$ cat src/e1lp_pkg.sv
// Constants and types shared by the E1 line-side dual-rail port
package e1lp_pkg;
	// Time base
	localparam int CLK_PS = 5000;
	localparam int BIT_PS = 488281;
	localparam int BIT_CYC = BIT_PS / CLK_PS;
	localparam int PULSE_CYC = BIT_CYC / 2;
	localparam int LOS_BITS = 32;
	localparam int LOS_CYC = LOS_BITS * BIT_CYC;
	localparam int CNT_W = 12;
	// Transmit buffer
	localparam int FIFO_DEPTH = 32;
	localparam int SYM_W = 2;
	localparam int SYM_POS = 0;
	localparam int SYM_NEG = 1;
	// Positions in the synchroniser vector
	localparam int PIN_N = 6;
	localparam int IN_MODE = 0;
	localparam int IN_TXP = 1;
	localparam int IN_TXN = 2;
	localparam int IN_TCK = 3;
	localparam int IN_RXP = 4;
	localparam int IN_RXN = 5;

	typedef enum logic [1:0] {
		E1LP_IDLE = 2'b00,
		E1LP_MARK = 2'b01,
		E1LP_SPACE = 2'b10
	} e1lp_tx_e;
endpackage

$ cat src/e1lp_port.sv
// E1 line-side dual-rail port: transmit buffer and top level
`timescale 1ns/10ps

module e1lp_fifo #(
	parameter int W = 2,
	parameter int D = 32
) (
	input wire logic mclk_i, // Core clock
	input wire logic rst_n_i, // Synchronous reset, low
	input wire logic in_valid_i, // Write request
	output logic in_ready_o, // Space available
	input wire logic [W-1:0] in_data_i, // Write data
	output logic out_valid_o, // Data available
	input wire logic out_ready_i, // Read accept
	output logic [W-1:0] out_data_o // Head entry
);
	localparam int AW = $clog2(D);

	typedef struct packed {
		logic [D-1:0][W-1:0] mem;
		logic [AW-1:0] wr;
		logic [AW-1:0] rd;
		logic [AW:0] cnt;
	} e1lp_fifo_s;

	e1lp_fifo_s s_r;
	e1lp_fifo_s s_nxt;
	logic push;
	logic pop;

	assign in_ready_o = (s_r.cnt != (AW+1)'(D));
	assign out_valid_o = (s_r.cnt != '0);
	assign out_data_o = s_r.mem[s_r.rd];
	assign push = in_valid_i && in_ready_o;
	assign pop = out_ready_i && out_valid_o;

	always_comb
	begin
		s_nxt = s_r;
		if (push)
		begin
			s_nxt.mem[s_r.wr] = in_data_i;
			s_nxt.wr = s_r.wr + 1'b1;
		end
		if (pop)
			s_nxt.rd = s_r.rd + 1'b1;
		if (push && !pop)
			s_nxt.cnt = s_r.cnt + 1'b1;
		else if (pop && !push)
			s_nxt.cnt = s_r.cnt - 1'b1;
	end

	always_ff @(posedge mclk_i)
	begin
		if (!rst_n_i)
			s_r <= '0;
		else
			s_r <= s_nxt;
	end
endmodule // e1lp_fifo

module e1lp_port (
	input wire logic mclk_i, // Core clock, 200 MHz
	input wire logic rst_n_i, // Synchronous reset, low
	input wire logic clocked_mode_i, // 1 clocked, 0 clockless
	input wire logic transmit_positive_data_in_i, // Framer positive data
	input wire logic transmit_negative_data_in_i, // Framer negative data
	input wire logic transmit_sample_clock_in_i, // Framer transmit clock
	input wire logic line_pos_pulse_i, // Sliced positive line pulse
	input wire logic line_neg_pulse_i, // Sliced negative line pulse
	output logic line_out_plus_o, // Positive line drive
	output logic line_out_minus_o, // Negative line drive
	output logic receive_positive_pulse_out_o, // Positive pulse seen
	output logic receive_negative_pulse_out_o, // Negative pulse seen
	output logic signal_lost_flag_out_o, // Loss of signal
	output logic tx_ready_o, // Transmit buffer has room
	output logic tx_drop_o // Symbol lost, buffer full
);
	import e1lp_pkg::*;

	typedef struct packed {
		logic [PIN_N-1:0] sync1;
		logic [PIN_N-1:0] sync2;
		logic [PIN_N-1:0] prev;
		e1lp_tx_e st;
		logic [CNT_W-1:0] tx_cnt;
		logic plus;
		logic minus;
		logic rxp;
		logic rxn;
		logic los;
		logic [CNT_W-1:0] los_cnt;
		logic ready;
		logic drop;
	} e1lp_port_s;

	e1lp_port_s s_r;
	e1lp_port_s s_nxt;
	logic [PIN_N-1:0] pins;
	logic take;
	logic [SYM_W-1:0] sym_in;
	logic in_ready;
	logic out_valid;
	logic [SYM_W-1:0] out_sym;
	logic pop_rdy;
	logic fall_tck;
	logic rise_p;
	logic rise_n;
	logic rx_edge_p;
	logic rx_edge_n;

	assign pins = {line_neg_pulse_i, line_pos_pulse_i,
		transmit_sample_clock_in_i, transmit_negative_data_in_i,
		transmit_positive_data_in_i, clocked_mode_i};

	// Edges come from the second stage against a third, never the first
	assign fall_tck = s_r.prev[IN_TCK] & ~s_r.sync2[IN_TCK];
	assign rise_p = s_r.sync2[IN_TXP] & ~s_r.prev[IN_TXP];
	assign rise_n = s_r.sync2[IN_TXN] & ~s_r.prev[IN_TXN];
	assign rx_edge_p = s_r.sync2[IN_RXP] & ~s_r.prev[IN_RXP];
	assign rx_edge_n = s_r.sync2[IN_RXN] & ~s_r.prev[IN_RXN];
	assign pop_rdy = (s_r.st == E1LP_IDLE);

	always_comb
	begin
		if (s_r.sync2[IN_MODE])
		begin
			// Spaces are pushed too so bit timing is kept
			take = fall_tck;
			sym_in = {s_r.sync2[IN_TXN], s_r.sync2[IN_TXP]};
		end
		else
		begin
			// Clock input ignored here; each RZ pulse is one mark
			take = rise_p | rise_n;
			sym_in = {rise_n, rise_p};
		end
	end

	e1lp_fifo #(
		.W(SYM_W),
		.D(FIFO_DEPTH)
	) u_fifo (
		.mclk_i(mclk_i),
		.rst_n_i(rst_n_i),
		.in_valid_i(take),
		.in_ready_o(in_ready),
		.in_data_i(sym_in),
		.out_valid_o(out_valid),
		.out_ready_i(pop_rdy),
		.out_data_o(out_sym)
	);

	always_comb
	begin
		s_nxt = s_r;
		s_nxt.sync1 = pins;
		s_nxt.sync2 = s_r.sync1;
		s_nxt.prev = s_r.sync2;
		s_nxt.ready = in_ready;
		s_nxt.drop = take & ~in_ready;
		s_nxt.rxp = rx_edge_p;
		s_nxt.rxn = rx_edge_n;
		if (rx_edge_p || rx_edge_n)
		begin
			s_nxt.los_cnt = '0;
			s_nxt.los = 1'b0;
		end
		else if (s_r.los_cnt == CNT_W'(LOS_CYC - 1))
			s_nxt.los = 1'b1;
		else
			s_nxt.los_cnt = s_r.los_cnt + 1'b1;
		unique case (s_r.st)
			E1LP_IDLE:
			begin
				if (out_valid)
				begin
					// A symbol with both rails set is sent as a space
					s_nxt.plus = out_sym[SYM_POS] & ~out_sym[SYM_NEG];
					s_nxt.minus = out_sym[SYM_NEG] & ~out_sym[SYM_POS];
					s_nxt.tx_cnt = CNT_W'(PULSE_CYC - 1);
					s_nxt.st = E1LP_MARK;
				end
			end
			E1LP_MARK:
			begin
				if (s_r.tx_cnt == '0)
				begin
					s_nxt.plus = 1'b0;
					s_nxt.minus = 1'b0;
					s_nxt.tx_cnt = CNT_W'(BIT_CYC - PULSE_CYC - 2);
					s_nxt.st = E1LP_SPACE;
				end
				else
					s_nxt.tx_cnt = s_r.tx_cnt - 1'b1;
			end
			E1LP_SPACE:
			begin
				if (s_r.tx_cnt == '0)
					s_nxt.st = E1LP_IDLE;
				else
					s_nxt.tx_cnt = s_r.tx_cnt - 1'b1;
			end
			default:
				s_nxt.st = E1LP_IDLE;
		endcase
	end

	always_ff @(posedge mclk_i)
	begin
		if (!rst_n_i)
			s_r <= '0;
		else
			s_r <= s_nxt;
	end

	assign line_out_plus_o = s_r.plus;
	assign line_out_minus_o = s_r.minus;
	assign receive_positive_pulse_out_o = s_r.rxp;
	assign receive_negative_pulse_out_o = s_r.rxn;
	assign signal_lost_flag_out_o = s_r.los;
	assign tx_ready_o = s_r.ready;
	assign tx_drop_o = s_r.drop;

	// In clocked mode every falling clock edge is either queued or reported lost
	property p_clk_sample;
		@(posedge mclk_i) disable iff (!rst_n_i)
		(s_r.sync2[IN_MODE] && fall_tck) |=> (out_valid || tx_drop_o);
	endproperty
	a_clk_sample: assert property (p_clk_sample)
		else $error("clocked sample not taken on falling edge");

	property p_rx_pos;
		@(posedge mclk_i) disable iff (!rst_n_i)
		$rose(s_r.sync2[IN_RXP]) |=>
			receive_positive_pulse_out_o ##1 !receive_positive_pulse_out_o;
	endproperty
	a_rx_pos: assert property (p_rx_pos)
		else $error("positive receive pulse missing or too long");

	property p_rx_neg;
		@(posedge mclk_i) disable iff (!rst_n_i)
		$rose(s_r.sync2[IN_RXN]) |=>
			receive_negative_pulse_out_o ##1 !receive_negative_pulse_out_o;
	endproperty
	a_rx_neg: assert property (p_rx_neg)
		else $error("negative receive pulse missing or too long");

	property p_los_set;
		@(posedge mclk_i) disable iff (!rst_n_i)
		(s_r.los_cnt == CNT_W'(LOS_CYC - 1) && !rx_edge_p && !rx_edge_n)
			|=> signal_lost_flag_out_o;
	endproperty
	a_los_set: assert property (p_los_set)
		else $error("loss of signal not flagged after silence");

	property p_los_clr;
		@(posedge mclk_i) disable iff (!rst_n_i)
		(rx_edge_p || rx_edge_n) |=> !signal_lost_flag_out_o;
	endproperty
	a_los_clr: assert property (p_los_clr)
		else $error("loss of signal held despite line pulse");
endmodule // e1lp_port

$ cat config.mk
export PLATFORM = sky130hd
export DESIGN_NAME = e1lp_port
export DESIGN_NICKNAME = d
export VERILOG_FILES = /design/src/e1lp_pkg.sv /design/src/e1lp_port.sv
export SDC_FILE = /design/constraint.sdc
export NUM_CORES = 1
export LEC_CHECK = 0
export BUFFER_PORTS_ARGS = -buffer_cell sky130_fd_sc_hd__buf_2
export CORE_ASPECT_RATIO = 0.8
export CORE_MARGIN = 5
export CORE_UTILIZATION = 35
export CTS_CLUSTER_SIZE = 25
export DETAILED_ROUTE_END_ITERATION = 8
export GPL_TIMING_DRIVEN = 0
export HOLD_SLACK_MARGIN = 0.12
export PLACE_DENSITY = 0.51
export SYNTH_ARGS = -nofsm -noshare
export SYNTH_HDL_FRONTEND = slang
export SYNTH_SLANG_ARGS = --single-unit
$ cat constraint.sdc
create_clock -name mclk_i -period 4.2 [get_ports mclk_i]
set_input_delay 0.21 -clock mclk_i [delete_from_list [all_inputs] [get_ports mclk_i]]
set_output_delay 0.21 -clock mclk_i [all_outputs]
set_load 0.1 [all_outputs]
Word level (Yosys, flattened, before mapping) --
Cells that the tools add are included.
Word-level totals: bits in registers 131, input bits 8, output and inout bits 7, word-level logic and storage cells 118
Operators by class: add/subtract/negate cells 6, magnitude comparators 3, equal/unequal tests 8, muxes and demuxes 17, bitwise operators 18, reduce and logical (&&, ||, !) cells 18
Operators with widths (count):
- bitwise mux 64 bit | 1
- one-hot mux 12 bit (3 select lines) | 1
- 2-to-1 mux 12 bit | 2
- 2-to-1 mux 16 bit | 1
- adder 12 x 1 -> 12 bit, second input constant | 1
- equality test 12 bit, second input constant | 1
- logical NOT 12 bit | 1
- < comparator 5 x 6 -> 1 bit, second input constant | 2
- 2-to-1 mux 6 bit | 2
- subtractor 12 x 1 -> 12 bit, second input constant | 1
- adder 5 x 1 -> 5 bit, second input constant | 2
- binary-select mux 2 bit (select 5 bit) | 1
- demux 2 bit (select 5 bit) | 1
- 2-to-1 mux 2 bit | 5
- inverter 1 bit | 9
- AND reduction 3 bit | 3
- AND 1 bit | 8
- adder 6 x 1 -> 6 bit, second input constant | 1
- != test 2 bit, second input constant | 3
- != test 6 bit, second input constant | 1
- one-hot mux 2 bit (3 select lines) | 1
- nonzero test 6 bit | 1
- subtractor 6 x 1 -> 6 bit, second input constant | 1
- >= comparator 5 x 1 -> 1 bit, second input constant | 1
- 13 further kinds | 19

Depth between registers and ports, before layout --
word-level depth 9, gate-level depth with buffers 13, gate-level depth less buffers 13

By module --
Synthesis repeated with hierarchy kept, for this count alone.
Unflattened totals: cells, all modules 681, area total of the unflattened synthesis 6488.7 µm²
Modules (own cells, without submodules):
- e1lp_fifo | times used 1, cells each 441, area an instance 4332.9 µm², sequential area each 1601.5 µm²
- e1lp_port | times used 1, cells each 240, area an instance 2155.8 µm², sequential area each 1001.0 µm²

Worst setup path before layout --
No wires, ideal clock.
path type register -> register, start reg u_fifo.s_r[0] (netlist bit), end reg u_fifo.s_r[5] (netlist bit), setup time 0.072 ns, arrival 2.901 ns, data required time 4.128 ns, setup slack 1.228 ns, stages on the path, launching flop included 13, buffers on the path 0, period minus slack after synthesis 2.972 ns, cells stage by stage dfxtp_1 -> nor4_2 -> nand3_1 -> o21ai_1 -> inv_1 -> ha_1 -> inv_1 -> ha_1 -> a21o_1 -> a21o_1 -> a211o_1 -> o211ai_1 -> mux2i_1
On the way: longest elaborated chain between the ends 5, elaborated cells on any way between the ends 13, classes of those cells add/sub: 2; eq/ne: 1; mux: 2; reduce/logical: 8
RTL lines:
- start, declared | line e1lp_port.sv:26 | e1lp_fifo_s s_r;
- start signal, assigned | line e1lp_port.sv:58 | s_r <= s_nxt;
- != test 6 bit * | line e1lp_port.sv:31 | assign in_ready_o = (s_r.cnt != (AW+1)'(D));
- logical AND 1 bit * | line e1lp_port.sv:34 | assign push = in_valid_i && in_ready_o;
- net u_fifo.push | line e1lp_port.sv:28 | logic push;
- logical NOT 1 bit | line e1lp_port.sv:49 | else if (pop && !push)
- logical AND 1 bit | line e1lp_port.sv:49
- nonzero test 2 bit (no source line)
Mark *: on every way through the listed nets, which the timed path passes. The rest lies on a longest branch. The select of a mux whose other input is x is not followed. A chain may end at the register's enable or synchronous reset.

Worst setup path after layout --
Ends and elaborated chain as after synthesis.

==> flow_metrics.tcl <==
set metrics [dict create \
    worst_ep_required_time_ps 4540 \
    finalSetupViolCount 0 \
    post-route-drc-count 0 \
    die_x_um 159 \
    port_buffers 13 \
    drv_slew 0 \
    fin_nets 707 \
    crit_fanout 8 \
    die_height_um 129 \
    drt_iter0_drc 333 \
    period_needed_ps 3760 \
    coreArea_um2 17400 \
    rr_worst_depth 12 \
    grt_max_degree 17 \
    final.setup_skew_ps 7.33 \
    antenna_found_initial 0 \
    min_path_type "primary input to flip-flop" \
    synth_edf_count 0 \
    vias_per_cell 5.31 \
    num_vias 4879 \
    drive_above_1_share_pct 10.7 \
    max-slew-margin-rel_pct 39.9 \
    first_global_vias 4728 \
    synth_top_area_share_pct 41.9 \
    rows 43 \
    ys_warn_count 0 \
    grt_overflow_total 0 \
    post-cts-setup-buffer-count 0 \
    antennaDiodeCount 0 \
    crit_type "flip-flop to flip-flop" \
    synth_area_um2 6210 \
    final_antenna_net_count 0 \
    fill_cells 1683 \
    r2r_slack_ps 440 \
    synthCells 642 \
    fin_setup_tns_ps 0 \
    die_area_um2 20500 \
    ys_ff_latch 130 \
    clkSinkCount 130 \
    async_flop_share_pct 0 \
    fin_area_um2 7270 \
    clk_latency_ps 410 \
    place_area_um2 6560 \
    reg2reg_from "u_fifo.s_r[0]$_SDFFE_PN0P_" \
    areaGrowthSynthToFinish_pct 16.9 \
    grt_pass1_wl_um 24900 \
    cts.reportedPaths.clkPinSlew_ps 60 \
    clockRootBuffer "clkbuf_16" \
    min_period_over_period_pct 89.5 \
    syn_nets 669 \
    avgSynthCellArea_um2 9.68 \
    synth_largest_area_cell "dfxtp_1" \
    use_met2_pct 22.3 \
    cts_buffers 17 \
    hp-start "rst_n_i" \
    rr_endpoint "u_fifo.s_r[5]$_SDFFE_PN0P_" \
    cts_htree_levels 4 \
    initial_utilization_pct 35.8 \
    worst_pin_slew_ps 902 \
    dr.pass1.iters 5 \
    track_usage_pct 15.3 \
    grt_util_met3_pct 3.66 \
    hold_violations 0 \
    use_met1_pct 21.9 \
    hold_depth 3 \
    dp_hpwl_um 10800 \
    ir_drop_v 0.000207 \
    cellPowerDensity_nw_per_um2 574 \
    max_cap_viol_count 0 \
    totalWireLength_um 15200 \
    arrival_ps 4100 \
    post_drt_wl_per_cell_um 16.6 \
    ys_types 58 \
    cts_tree "built" \
    cts_buffer_depth 2 \
    io_pins 15 \
    cts_hold_buf 6 \
    synth.top_cells.by_area "dfxtp_1 42%, mux2i_1 13%, nor2_1 6.6%" \
    cellLeakagePower_nw 3.13 \
    multiInputGateArea_um2 3340 \
    gp_congestion 0.791 \
    ys.flop_type "dfxtp_1" \
    cp-start-kind "flip-flop" \
    power.total_mw 4.17 \
    worst_setup_path_end_kind "flip-flop" \
    hold_path_end "s_r[21]$_SDFFE_PN0P_" \
    seq_area_frac_synth_pct 41.9 \
    top_usage_layer "met2" \
    ctsResizeCount 0 \
    max_freq_ghz 0.266 \
    status "complete, no violations" \
    rsz0062_at_grt "no" \
    regArea_um2 2600 \
]
cells in the final DEF, fill, tap and decap left out, types with 4 or more instances in the layout:
cell type      instances
dfxtp_1              130
nor2_1               109
mux2i_1               83
clkbuf_1              41
o2111ai_1             32
inv_1                 23
ha_1                  18
buf_2                 17
clkbuf_16             17
and2_1                16
a21oi_1               15
nand2_1               15
mux4_2                12
xnor2_1               11
xor2_1                10
nand3_1                8
nor3_1                 8
or4_1                  7
o31ai_1                7
a21oi_2                6
dlygate4sd3_1          6
o21ai_1                5
o21ai_0                5
nand4_1                5
a21o_1                 5
or3_1                  5
a211o_1                5
bufinv_16              5
nand2b_1               4
a31oi_1                4
o22ai_1                4
worst max-delay path by stage:
stage	start	slack (ps)	end
after floorplan	u_fifo.s_r[0]$_SDFFE_PN0P_	1230	u_fifo.s_r[5]$_SDFFE_PN0P_
after global placement	u_fifo.s_r[0]$_SDFFE_PN0P_	580	u_fifo.s_r[5]$_SDFFE_PN0P_
after detailed placement	u_fifo.s_r[0]$_SDFFE_PN0P_	510	u_fifo.s_r[5]$_SDFFE_PN0P_
after CTS	u_fifo.s_r[0]$_SDFFE_PN0P_	460	u_fifo.s_r[5]$_SDFFE_PN0P_
after global routing	u_fifo.s_r[0]$_SDFFE_PN0P_	180	u_fifo.s_r[5]$_SDFFE_PN0P_
final	u_fifo.s_r[0]$_SDFFE_PN0P_	440	u_fifo.s_r[5]$_SDFFE_PN0P_
power breakdown:
part | internal (mW) | switching (mW) | total, mW
Clock | 1.08 | 0.537 | 1.62
Combinational | 0.461 | 0.682 | 1.14
Sequential | 1.32 | 0.0910 | 1.41
area by class of cell:
type | count | area share (%)
clock inverter | 9 | 2.45
sequential | 130 | 35.8
tap | 225 | 3.87
timing repair buffer | 19 | 1.72
clock buffer | 23 | 6.44
inverter | 23 | 1.19
buffer | 45 | 2.50
multi-input combinational | 444 | 46.0
layer usage:
layer	vias to the layer above	part of all wire, %
met5	-	0
met4	0	1.2
met3	18	4.8
met2	99	43
met1	2352	51
li1	2410	-
worst max-delay path: stages (launching register included):
cell      delay (ps)
dfxtp_1          370
nor4_2           610
nand3_1          490
o21ai_1          420
inv_1             90
ha_1             220
inv_1            210
ha_1             280
a21o_1           180
a21o_1           210
a211o_1          290
o211ai_1         120
mux2i_1          220
kinds of logic (layout without fill, tap and decap cells):
group | after synthesis | in the layout | share of synthesized area [%]
XOR/XNOR | 21 | 21 | 2.96
AND/OR/NAND/NOR | 199 | 199 | 15.5
buffers and inverters | 68 | 119 | 4.31
flip-flops | 130 | 130 | 41.9
AO/OA/AOI/OAI | 110 | 110 | 13.6
multiplexers | 95 | 95 | 17.7
adder cells (fa/ha/maj) | 19 | 19 | 3.95
sequential cells by signal, summed over array words and instances (netlist names):
name and count:
tx_drop_o 1, s_r 31, receive_positive_pulse_out_o 1, u_fifo.s_r 80
signal_lost_flag_out_o 1, tx_ready_o 1, line_out_plus_o 1, s_nxt 12
receive_negative_pulse_out_o 1, line_out_minus_o 1
synth_stat cells, types with 5 or more instances:
cell type / n
a21o_1: 5
nor2_1: 109
nor3_1: 8
o2111ai_1: 32
o31ai_1: 7
mux4_2: 12
xnor2_1: 11
a21oi_1: 15
mux2i_1: 83
nand4_1: 5
a211o_1: 5
or4_1: 7
dfxtp_1: 130
nand2_1: 15
inv_1: 23
o21ai_1: 5
or3_1: 5
a21oi_2: 6
o21ai_0: 5
ha_1: 18
nand3_1: 8
xor2_1: 10
and2_1: 16
clkbuf_1: 37
metrics by stage:
stage          util, %  worst slack, ps  hold slack, ps  cells
2_1_floorplan        -             1230             337    642
3_3_place_gp      37.7              576             417    880
3_5_place_dp      37.7              505             419    880
4_1_cts           41.8              460             151    918
5_1_grt           41.8              183             162    918
6_report          41.8              439             167    918
(Power assumes the default switching activity.)
